==> src/logic/frt_cfg.svh <==
// Register map, field positions and reset values of the 16-bit timer core.
//
// Behaviour
// 16-bit up-counter advanced by the CPU clock divided by 2, 4 or 8.
// Primary and alternate byte pairs show one count; alternate low never clears.
// Writing either low byte forces the counter to FFFCh.
// Reset loads FFFCh in every mode; no other value is ever reloaded.
// High byte read first freezes the low byte until the low read.
// After a complete pair read, a lone low read returns the live byte.
// Wrap from FFFFh to 0000h sets the overflow flag in every mode.
// Interrupt only with enable set and CPU mask clear; otherwise pending.
// Overflow flag clears on status read while set, then primary low access.
// Counting continues unchanged while the processor waits.
// Halt freezes the count; reset restarts from FFFCh, wake-up resumes.
// Clock select code with both bits one picks the external input.
// Edge select bit picks rising or falling external transitions.
// External events are synchronised to the CPU clock before counting.
// External clock allows four CPU clock edges between active edges.
// An input whose pin is absent always reads as one.
// Timer instances share nothing and run in lockstep after reset.
// Codes 0, 1, 2 select divide by 2, 4 and 8.
`ifndef FRT_CFG_SVH
`define FRT_CFG_SVH

`define FRT_ADDR_W 8
`define FRT_OFF_COUNT_HIGH 8'h00
`define FRT_OFF_COUNT_LOW 8'h04
`define FRT_OFF_ALT_HIGH 8'h08
`define FRT_OFF_ALT_LOW 8'h0C
`define FRT_OFF_STATUS 8'h10
`define FRT_OFF_CONTROL_ONE 8'h14
`define FRT_OFF_CONTROL_TWO 8'h18

`define FRT_COUNT_RESET 16'hFFFC
`define FRT_COUNT_TOP 16'hFFFF

`define FRT_EVT_W 2
`define FRT_EVT_OVERFLOW 0
`define FRT_EVT_RELOAD 1
`define FRT_EVT_RESET 2'h0

`define FRT_SEL_LSB 0
`define FRT_EDGE_BIT 2
`define FRT_CTL2_RESET 3'h0
`define FRT_DIV_W 3

`define FRT_SEL_DIV2 2'h0
`define FRT_SEL_DIV4 2'h1
`define FRT_SEL_DIV8 2'h2
`define FRT_SEL_EXT 2'h3

`define FRT_RESP_OKAY 2'h0
`define FRT_RESP_SLVERR 2'h2

`endif

==> src/logic/frt_pkg.sv <==
// Types shared by the timer core files.
`default_nettype none
package frt_pkg;
    // Clock select field of the second control register.
    typedef logic [1:0] clock_sel_t;
    // Read channel states of the register slave.
    typedef enum logic [1:0] {
        RD_IDLE = 2'b01,
        RD_RESP = 2'b10
    } rd_state_e;
    // Write channel states of the register slave.
    typedef enum logic [1:0] {
        WR_COLLECT = 2'b01,
        WR_RESP = 2'b10
    } wr_state_e;
endpackage
`default_nettype wire

==> src/logic/frt_prescaler.sv <==
// Prescaler and external edge detector that produce the count tick.
`default_nettype none
`include "frt_cfg.svh"
module frt_prescaler
    import frt_pkg::*;
(
    input wire logic clk_i,
    input wire logic reset_i,
    input wire logic run_i,
    input wire logic restart_i,
    input wire clock_sel_t sel_i,
    input wire logic edge_rise_i,
    input wire logic ext_level_i,
    output logic tick_o
);

    logic [`FRT_DIV_W-1:0] div;
    logic [`FRT_DIV_W-1:0] next_div;
    logic ext_prev;
    logic next_ext_prev;
    logic ext_edge;

    // Active edge of the already synchronised external level.
    always_comb begin
        if (edge_rise_i) begin
            ext_edge = ext_level_i & ~ext_prev;
        end else begin
            ext_edge = ~ext_level_i & ext_prev;
        end
    end

    // Tick selection: internal ratios or one tick per external edge.
    always_comb begin
        next_div = div;
        next_ext_prev = ext_level_i;
        tick_o = 1'b0;
        if (restart_i) begin
            next_div = '0;
        end else if (run_i) begin
            next_div = div + 1'b1;
            unique case (sel_i)
                `FRT_SEL_DIV2: tick_o = div[0];
                `FRT_SEL_DIV4: tick_o = &div[1:0];
                `FRT_SEL_DIV8: tick_o = &div;
                `FRT_SEL_EXT: tick_o = ext_edge;
            endcase
        end
    end

    // Divider restarts from zero on reset so twin timers stay aligned.
    always_ff @(posedge clk_i) begin
        if (reset_i) begin
            div <= '0;
            ext_prev <= 1'b1;
        end else begin
            div <= next_div;
            ext_prev <= next_ext_prev;
        end
    end

endmodule
`default_nettype wire

==> src/logic/frt_timer.sv <==
// Free-running 16-bit timer core with an AXI4-Lite register slave.
//
// The AXI4-Lite register port and the register addresses were decided locally.
`default_nettype none
`include "frt_cfg.svh"
module frt_timer
    import frt_pkg::*;
#(
    parameter bit EXT_PRESENT = 1'b1
) (
    input wire logic CLK_I,
    input wire logic RESET_I,
    input wire logic [`FRT_ADDR_W-1:0] S_AXI_AWADDR_I,
    input wire logic S_AXI_AWVALID_I,
    output logic S_AXI_AWREADY_O,
    input wire logic [31:0] S_AXI_WDATA_I,
    input wire logic [3:0] S_AXI_WSTRB_I,
    input wire logic S_AXI_WVALID_I,
    output logic S_AXI_WREADY_O,
    output logic [1:0] S_AXI_BRESP_O,
    output logic S_AXI_BVALID_O,
    input wire logic S_AXI_BREADY_I,
    input wire logic [`FRT_ADDR_W-1:0] S_AXI_ARADDR_I,
    input wire logic S_AXI_ARVALID_I,
    output logic S_AXI_ARREADY_O,
    output logic [31:0] S_AXI_RDATA_O,
    output logic [1:0] S_AXI_RRESP_O,
    output logic S_AXI_RVALID_O,
    input wire logic S_AXI_RREADY_I,
    input wire logic EXT_COUNT_INPUT_I,
    input wire logic CPU_IRQ_MASK_I,
    input wire logic HALT_I,
    output logic IRQ_O
);

    // -----------------------------------------------------------------
    // Register decode
    // -----------------------------------------------------------------

    // Returns one when the byte address names a register of this block.
    function automatic logic reg_hit(input logic [`FRT_ADDR_W-1:0] a);
        unique case (a)
            `FRT_OFF_COUNT_HIGH, `FRT_OFF_COUNT_LOW,
            `FRT_OFF_ALT_HIGH, `FRT_OFF_ALT_LOW,
            `FRT_OFF_STATUS, `FRT_OFF_CONTROL_ONE,
            `FRT_OFF_CONTROL_TWO: reg_hit = 1'b1;
            default: reg_hit = 1'b0;
        endcase
    endfunction

    // -----------------------------------------------------------------
    // State declarations
    // -----------------------------------------------------------------

    wr_state_e wr_state;
    wr_state_e next_wr_state;
    logic aw_held;
    logic next_aw_held;
    logic [`FRT_ADDR_W-1:0] aw_addr;
    logic [`FRT_ADDR_W-1:0] next_aw_addr;
    logic w_held;
    logic next_w_held;
    logic [7:0] w_byte;
    logic [7:0] next_w_byte;
    logic w_lane;
    logic next_w_lane;
    logic [1:0] bresp;
    logic [1:0] next_bresp;
    logic wr_fire;

    rd_state_e rd_state;
    rd_state_e next_rd_state;
    logic [31:0] rdata;
    logic [31:0] next_rdata;
    logic [1:0] rresp;
    logic [1:0] next_rresp;
    logic rd_fire;

    logic [15:0] count;
    logic [15:0] next_count;
    logic [7:0] low_buffer;
    logic [7:0] next_low_buffer;
    logic buffer_frozen;
    logic next_buffer_frozen;
    logic [`FRT_EVT_W-1:0] status;
    logic [`FRT_EVT_W-1:0] next_status;
    logic [`FRT_EVT_W-1:0] irq_enable;
    logic [`FRT_EVT_W-1:0] next_irq_enable;
    logic clear_armed;
    logic next_clear_armed;
    logic [2:0] control_two;
    logic [2:0] next_control_two;

    logic ext_meta;
    logic ext_sync;
    logic ext_level;
    logic tick;
    logic restart;
    logic wrap;
    logic wr_ok;
    logic [7:0] rd_value;

    // -----------------------------------------------------------------
    // External count input
    // -----------------------------------------------------------------

    // Two flip-flops bring the pin into the CPU clock domain.
    always_ff @(posedge CLK_I) begin
        if (RESET_I) begin
            ext_meta <= 1'b1;
            ext_sync <= 1'b1;
        end else begin
            ext_meta <= EXT_COUNT_INPUT_I;
            ext_sync <= ext_meta;
        end
    end

    // A pin that is not bonded out reads as a steady one.
    assign ext_level = EXT_PRESENT ? ext_sync : 1'b1;

    // -----------------------------------------------------------------
    // Prescaler
    // -----------------------------------------------------------------

    // Halt freezes prescaler and counter; wait has no effect here.
    frt_prescaler u_prescaler (
        .clk_i(CLK_I),
        .reset_i(RESET_I),
        .run_i(~HALT_I),
        .restart_i(restart),
        .sel_i(control_two[`FRT_SEL_LSB +: 2]),
        .edge_rise_i(control_two[`FRT_EDGE_BIT]),
        .ext_level_i(ext_level),
        .tick_o(tick)
    );

    // -----------------------------------------------------------------
    // AXI4-Lite write channel
    // -----------------------------------------------------------------

    // Address and data are taken in either order; the write happens
    // once both are held, and the response waits for bready.
    always_comb begin
        next_wr_state = wr_state;
        next_aw_held = aw_held;
        next_aw_addr = aw_addr;
        next_w_held = w_held;
        next_w_byte = w_byte;
        next_w_lane = w_lane;
        next_bresp = bresp;
        wr_fire = 1'b0;
        unique case (wr_state)
            WR_COLLECT: begin
                if (S_AXI_AWVALID_I && !aw_held) begin
                    next_aw_held = 1'b1;
                    next_aw_addr = S_AXI_AWADDR_I;
                end
                if (S_AXI_WVALID_I && !w_held) begin
                    next_w_held = 1'b1;
                    next_w_byte = S_AXI_WDATA_I[7:0];
                    next_w_lane = S_AXI_WSTRB_I[0];
                end
                if (aw_held && w_held) begin
                    wr_fire = 1'b1;
                    next_aw_held = 1'b0;
                    next_w_held = 1'b0;
                    next_bresp = reg_hit(aw_addr) ? `FRT_RESP_OKAY
                                                  : `FRT_RESP_SLVERR;
                    next_wr_state = WR_RESP;
                end
            end
            WR_RESP: begin
                if (S_AXI_BREADY_I) begin
                    next_wr_state = WR_COLLECT;
                end
            end
        endcase
    end

    // Write channel registers.
    always_ff @(posedge CLK_I) begin
        if (RESET_I) begin
            wr_state <= WR_COLLECT;
            aw_held <= 1'b0;
            aw_addr <= '0;
            w_held <= 1'b0;
            w_byte <= 8'h00;
            w_lane <= 1'b0;
            bresp <= `FRT_RESP_OKAY;
        end else begin
            wr_state <= next_wr_state;
            aw_held <= next_aw_held;
            aw_addr <= next_aw_addr;
            w_held <= next_w_held;
            w_byte <= next_w_byte;
            w_lane <= next_w_lane;
            bresp <= next_bresp;
        end
    end

    assign S_AXI_AWREADY_O = (wr_state == WR_COLLECT) && !aw_held;
    assign S_AXI_WREADY_O = (wr_state == WR_COLLECT) && !w_held;
    assign S_AXI_BVALID_O = (wr_state == WR_RESP);
    assign S_AXI_BRESP_O = bresp;

    // Only lane zero carries register data; other lanes are ignored.
    assign wr_ok = wr_fire && w_lane;

    // -----------------------------------------------------------------
    // AXI4-Lite read channel
    // -----------------------------------------------------------------

    // One read at a time; data is registered on acceptance.
    always_comb begin
        next_rd_state = rd_state;
        next_rdata = rdata;
        next_rresp = rresp;
        rd_fire = 1'b0;
        unique case (rd_state)
            RD_IDLE: begin
                if (S_AXI_ARVALID_I) begin
                    rd_fire = 1'b1;
                    next_rdata = {24'h000000, rd_value};
                    next_rresp = reg_hit(S_AXI_ARADDR_I) ? `FRT_RESP_OKAY
                                                         : `FRT_RESP_SLVERR;
                    next_rd_state = RD_RESP;
                end
            end
            RD_RESP: begin
                if (S_AXI_RREADY_I) begin
                    next_rd_state = RD_IDLE;
                end
            end
        endcase
    end

    // Read channel registers.
    always_ff @(posedge CLK_I) begin
        if (RESET_I) begin
            rd_state <= RD_IDLE;
            rdata <= 32'h00000000;
            rresp <= `FRT_RESP_OKAY;
        end else begin
            rd_state <= next_rd_state;
            rdata <= next_rdata;
            rresp <= next_rresp;
        end
    end

    assign S_AXI_ARREADY_O = (rd_state == RD_IDLE);
    assign S_AXI_RVALID_O = (rd_state == RD_RESP);
    assign S_AXI_RDATA_O = rdata;
    assign S_AXI_RRESP_O = rresp;

    // Read data mux; low bytes return the frozen copy while one is held.
    always_comb begin
        unique case (S_AXI_ARADDR_I)
            `FRT_OFF_COUNT_HIGH, `FRT_OFF_ALT_HIGH: rd_value = count[15:8];
            `FRT_OFF_COUNT_LOW, `FRT_OFF_ALT_LOW: begin
                rd_value = buffer_frozen ? low_buffer
                                         : count[7:0];
            end
            `FRT_OFF_STATUS: rd_value = {6'h00, status};
            `FRT_OFF_CONTROL_ONE: rd_value = {6'h00, irq_enable};
            `FRT_OFF_CONTROL_TWO: rd_value = {5'h00, control_two};
            default: rd_value = 8'h00;
        endcase
    end

    // -----------------------------------------------------------------
    // Counter, read buffer and flags
    // -----------------------------------------------------------------

    // Any accepted write to either low byte restarts the count.
    assign restart = wr_fire && ((aw_addr == `FRT_OFF_COUNT_LOW) ||
                                 (aw_addr == `FRT_OFF_ALT_LOW));

    // Roll-over from the top value on a tick.
    assign wrap = tick && !restart && (count == `FRT_COUNT_TOP);

    // Next state of the counter, buffer, flags and control registers.
    always_comb begin
        next_count = count;
        next_low_buffer = low_buffer;
        next_buffer_frozen = buffer_frozen;
        next_status = status;
        next_irq_enable = irq_enable;
        next_clear_armed = clear_armed;
        next_control_two = control_two;
        // Counting; the reload value is the only one ever loaded.
        if (restart) begin
            next_count = `FRT_COUNT_RESET;
        end else if (tick) begin
            next_count = count + 16'h0001;
        end
        // High byte read freezes the low byte once per sequence.
        if (rd_fire && ((S_AXI_ARADDR_I == `FRT_OFF_COUNT_HIGH) ||
                        (S_AXI_ARADDR_I == `FRT_OFF_ALT_HIGH))) begin
            if (!buffer_frozen) begin
                next_low_buffer = count[7:0];
                next_buffer_frozen = 1'b1;
            end
        end
        // Low byte read of either pair completes the sequence.
        if (rd_fire && ((S_AXI_ARADDR_I == `FRT_OFF_COUNT_LOW) ||
                        (S_AXI_ARADDR_I == `FRT_OFF_ALT_LOW))) begin
            next_buffer_frozen = 1'b0;
        end
        // First step of the flag clear: status read while set.
        if (rd_fire && (S_AXI_ARADDR_I == `FRT_OFF_STATUS) &&
            status[`FRT_EVT_OVERFLOW]) begin
            next_clear_armed = 1'b1;
        end
        // Second step: any access to the primary low byte only.
        if (clear_armed &&
            ((rd_fire && (S_AXI_ARADDR_I == `FRT_OFF_COUNT_LOW)) ||
             (wr_fire && (aw_addr == `FRT_OFF_COUNT_LOW)))) begin
            next_status[`FRT_EVT_OVERFLOW] = 1'b0;
            next_clear_armed = 1'b0;
        end
        // Reload event is cleared by writing a one to it.
        if (wr_ok && (aw_addr == `FRT_OFF_STATUS) &&
            w_byte[`FRT_EVT_RELOAD]) begin
            next_status[`FRT_EVT_RELOAD] = 1'b0;
        end
        // Control writes.
        if (wr_ok && (aw_addr == `FRT_OFF_CONTROL_ONE)) begin
            next_irq_enable = w_byte[`FRT_EVT_W-1:0];
        end
        if (wr_ok && (aw_addr == `FRT_OFF_CONTROL_TWO)) begin
            next_control_two = w_byte[2:0];
        end
        // Hardware sets come last so they win over a same-cycle clear.
        if (wrap) begin
            next_status[`FRT_EVT_OVERFLOW] = 1'b1;
        end
        if (restart) begin
            next_status[`FRT_EVT_RELOAD] = 1'b1;
        end
    end

    // Counter and flag registers; reset restarts from the reload value.
    always_ff @(posedge CLK_I) begin
        if (RESET_I) begin
            count <= `FRT_COUNT_RESET;
            low_buffer <= 8'h00;
            buffer_frozen <= 1'b0;
            status <= `FRT_EVT_RESET;
            irq_enable <= `FRT_EVT_RESET;
            clear_armed <= 1'b0;
            control_two <= `FRT_CTL2_RESET;
        end else begin
            count <= next_count;
            low_buffer <= next_low_buffer;
            buffer_frozen <= next_buffer_frozen;
            status <= next_status;
            irq_enable <= next_irq_enable;
            clear_armed <= next_clear_armed;
            control_two <= next_control_two;
        end
    end

    // -----------------------------------------------------------------
    // Interrupt
    // -----------------------------------------------------------------

    // Pending flags stay set, so the request appears once unmasked.
    always_ff @(posedge CLK_I) begin
        if (RESET_I) begin
            IRQ_O <= 1'b0;
        end else begin
            IRQ_O <= (|(status & irq_enable)) && !CPU_IRQ_MASK_I;
        end
    end

endmodule
`default_nettype wire

==> config.mk <==
export PLATFORM = sky130hd
export DESIGN_NAME = frt_timer
export DESIGN_NICKNAME = d
export VERILOG_FILES = /design/src/logic/frt_pkg.sv /design/src/logic/frt_prescaler.sv /design/src/logic/frt_timer.sv
export VERILOG_INCLUDE_DIRS = /design/src /design/src/logic
export SDC_FILE = /design/constraint.sdc
export NUM_CORES = 1
export LEC_CHECK = 0
export BUFFER_PORTS_ARGS = -buffer_cell sky130_fd_sc_hd__clkbuf_2
export CORE_MARGIN = 2
export CORE_UTILIZATION = 40
export DETAILED_ROUTE_END_ITERATION = 12
export PLACE_DENSITY_LB_ADDON = 0.15
export SYNTH_ARGS = -nofsm -noshare
export SYNTH_HDL_FRONTEND = slang
export SYNTH_SLANG_ARGS = --single-unit
==> constraint.sdc <==
create_clock -name CLK_I -period 5.02 [get_ports CLK_I]
set_input_delay 1.004 -clock CLK_I [delete_from_list [all_inputs] [get_ports CLK_I]]
set_output_delay 1.004 -clock CLK_I [all_outputs]
set_load 0.005 [all_outputs]
==> flow_metrics.py <==
metrics = {
    "status": {
        "status": "complete, no violations",
    },
    "global_routing": {
        "grt_overflow": 0,
        "grt_max_degree": 33,
        "grt_pass1_wl_mm": 11.3,
        "grt_use_total_pct": 16.4,
        "grt_pass1_vias": 2383,
        "antenna_found_initial": 0,
    },
    "timing": {
        "max_freq_mhz": 429,
        "timing.final.max_slew_violations": 0,
        "relSlewSlack_pct": 40.8,
        "fin_crit_ns": 2.33,
        "hold_viol": 0,
        "clock_skew_ns": 0.00962,
        "timing.final.ws_setup_ns": 2.69,
        "grt_setup_unrepaired": "no",
        "worstMarginPinSlew_ns": 0.885,
        "whs_ns": 0.409,
        "setup_viol": 0,
        "timing.final.crit_share_pct": 46.4,
        "setup_tns_ns": 0,
    },
    "routing": {
        "drc": 0,
        "wl_mm": 6.63,
        "first_pass_iters": 4,
        "wl_per_cell_microns": 12.7,
        "drtAntennaViolNets": 0,
        "drt_iter0_markers": 95,
        "num_vias": 2621,
        "viasPerCell": 5.03,
    },
    "power": {
        "p_leak_nw": 1.57,
        "p_sw_share_pct": 24.6,
        "switchingPower_uw": 314,
        "p_comb_share_pct": 10.8,
        "powerDensity_nw_per_um2": 344,
        "power_frac_clock_pct": 43.3,
        "p_seq_share_pct": 45.9,
        "p_int_uw": 964,
        "total_power_mw": 1.28,
        "irDropWorstVdd_mv": 0.213,
    },
    "clocking": {
        "post_cts_buffers": 0,
        "cts.hold.buffers_added": 0,
        "cts-root-buf": "clkbuf_8",
        "cts_made_buffers": 9,
        "cts_tree": "built",
        "clk_path_buf_depth": 2,
        "clk_pin_slew_ns": 0.07,
        "clk_latency_ns": 0.35,
        "cts_resized": 0,
        "h-tree-depth": 3,
        "cts.sinks": 68,
    },
    "critical_path": {
        "cp_max_fo": 9,
        "cp-start-kind": "primary input",
        "crit_type": "primary input to flip-flop",
        "cp.arrival_ns": 2.56,
        "cp-end-kind": "flip-flop",
        "required_ns": 5.25,
    },
    "die": {
        "core_sq_um": 8090,
        "io_pins": 104,
        "core.rowCount": 33,
        "dieHeight_microns": 94.7,
        "die_w_microns": 94.7,
        "start_util_pct": 40.7,
        "die_area_sq_um": 8970,
    },
    "yosys": {
        "synthArstFlopShare_pct": 0,
        "syn_area_sq_um": 3290,
        "yosysSeqAreaShare_pct": 41.3,
        "ys_seq_elements": 68,
        "synth.distinct_cells": 63,
        "synthCells": 373,
        "yosysWarnings": 0,
        "avgSynthCellArea_sq_um": 8.83,
        "ys.flop_type": "dfxtp_1",
        "synth_edf_count": 0,
    },
    "placement": {
        "io_buffers": 45,
        "gp_congestion": 0.819,
        "dp_slack_ns": 2.31,
        "dp_hpwl_mm": 4.93,
    },
    "finish": {
        "fillers": 843,
        "nNetsFinal": 476,
        "final_common_cell": "dfxtp_1",
        "layout-drive-gt1-share_pct": 19.2,
        "layout_common_cells": "dfxtp_1, nand2_1, clkbuf_2, nor2_1, mux2i_1",
        "syn_to_final_growth_pct": 13.0,
        "diodes": 0,
    },
    "job": {
        "maxCapViolCount": 0,
    },
    "min_path": {
        "min_path_type": "flip-flop to flip-flop",
    },
}
-- through the flow --
stage                     utilization [%]  cells  area [sq um]
final                                46.0    521          3720
after detailed placement             42.9    505          3470
after floorplan                         -    398          3390
after CTS                            46.0    521          3720
after global placement               42.9    505          3470
after global routing                 46.0    521          3720
-- synth_stat cells, drive strengths merged, types with 4 or more instances --
library cell	number	share of area, %
and2	4	0.76
a21oi	24	4.0
buf	32	7.1
nor2b	5	0.95
nand3	16	3.2
clkbuf	12	1.4
nand4b	4	1.3
dfxtp	68	41
xor2	4	1.1
nor3	8	1.7
or2	4	0.76
o21ai	9	1.4
or4	4	1.1
o2111ai	7	1.9
mux2i	27	8.2
or3	5	0.95
nor2	36	4.1
nand2	48	5.5
inv	12	1.4
nand4	4	0.76
-- registers in the layout, summed over array words and instances (netlist names) --
register,cells
IRQ_O,1
S_AXI_BRESP_O,1
S_AXI_RDATA_O,8
S_AXI_RRESP_O,1
aw_addr,8
aw_held,1
buffer_frozen,1
clear_armed,1
control_two,3
count,16
ext_level,1
ext_meta,1
irq_enable,2
low_buffer,8
rd_state,2
status,2
u_prescaler.div,3
u_prescaler.ext_prev,1
w_byte,3
w_held,1
w_lane,1
wr_state,2
-- cells by family (layout without fill, tap and decap cells) --
kind of cell               count (synthesis)  count (layout)  share of synthesized area (%)
AOI/OAI and AO/OA                         58              58                           11.7
xor gates and xnor gates                   7               7                           1.86
adders and majority gates                  3               3                           1.14
buffers and inverters                     56              74                           9.84
DFF                                       68              68                           41.3
muxes                                     30              30                           9.57
other                                      1              26                          0.114
and+or+nand+nor                          150             150                           24.4
-- path summary, 6_finish.rpt --
kind / end / depth (start not counted) / start / slack, ns
max reg2reg: status[0]$_SDFFE_PP0P_ / 5 / aw_addr[5]$_SDFFE_PP0P_ / 3.01
max: low_buffer[0]$_SDFFE_PP0P_ / 6 / S_AXI_ARADDR_I[1] / 2.69
min reg2reg: ext_level$_SDFF_PP1_ / 1 / ext_meta$_SDFF_PP1_ / 0.41
min: ext_level$_SDFF_PP1_ / 1 / ext_meta$_SDFF_PP1_ / 0.41
-- power groups by stage --
stage	Clock [mW]	Sequential, mW	Combinational (mW)
2_1_floorplan	0	0.594	0.118
3_3_place_gp	0	0.599	0.137
3_5_place_dp	0	0.599	0.140
4_1_cts	0.569	0.587	0.141
5_1_grt	0.592	0.590	0.157
6_report	0.554	0.586	0.138
-- cell type report --
cell class              count  area, sq um  area share, %
well taps                 105          131           3.53
clock buffers              10          138           3.70
repair buffers             46          233           6.25
inverters                  12         45.0           1.21
clock inverters             6          111           2.99
flip-flops and latches     68         1360           36.6
multi-input cells         274         1700           45.7
-- layer usage --
| layer | part of all wire (%) | vias to the layer above | track usage [%] |
|---|---|---|---|
| met3 | 5.1 | 12 | 6.07 |
| li1 | - | 1333 | - |
| met5 | 0 | - | 0 |
| met1 | 46 | 1223 | 20.0 |
| met2 | 47 | 53 | 26.7 |
| met4 | 1.6 | 0 | 5.80 |
-- critical path, cell delays in order --
cell      delay, ns
clkbuf_2       0.08
or4_4          0.54
nor3_4         0.38
nand3_4        0.27
mux2i_1        0.23
nor2_1         0.06
Note: power is estimated with default switching activity, not from simulation.
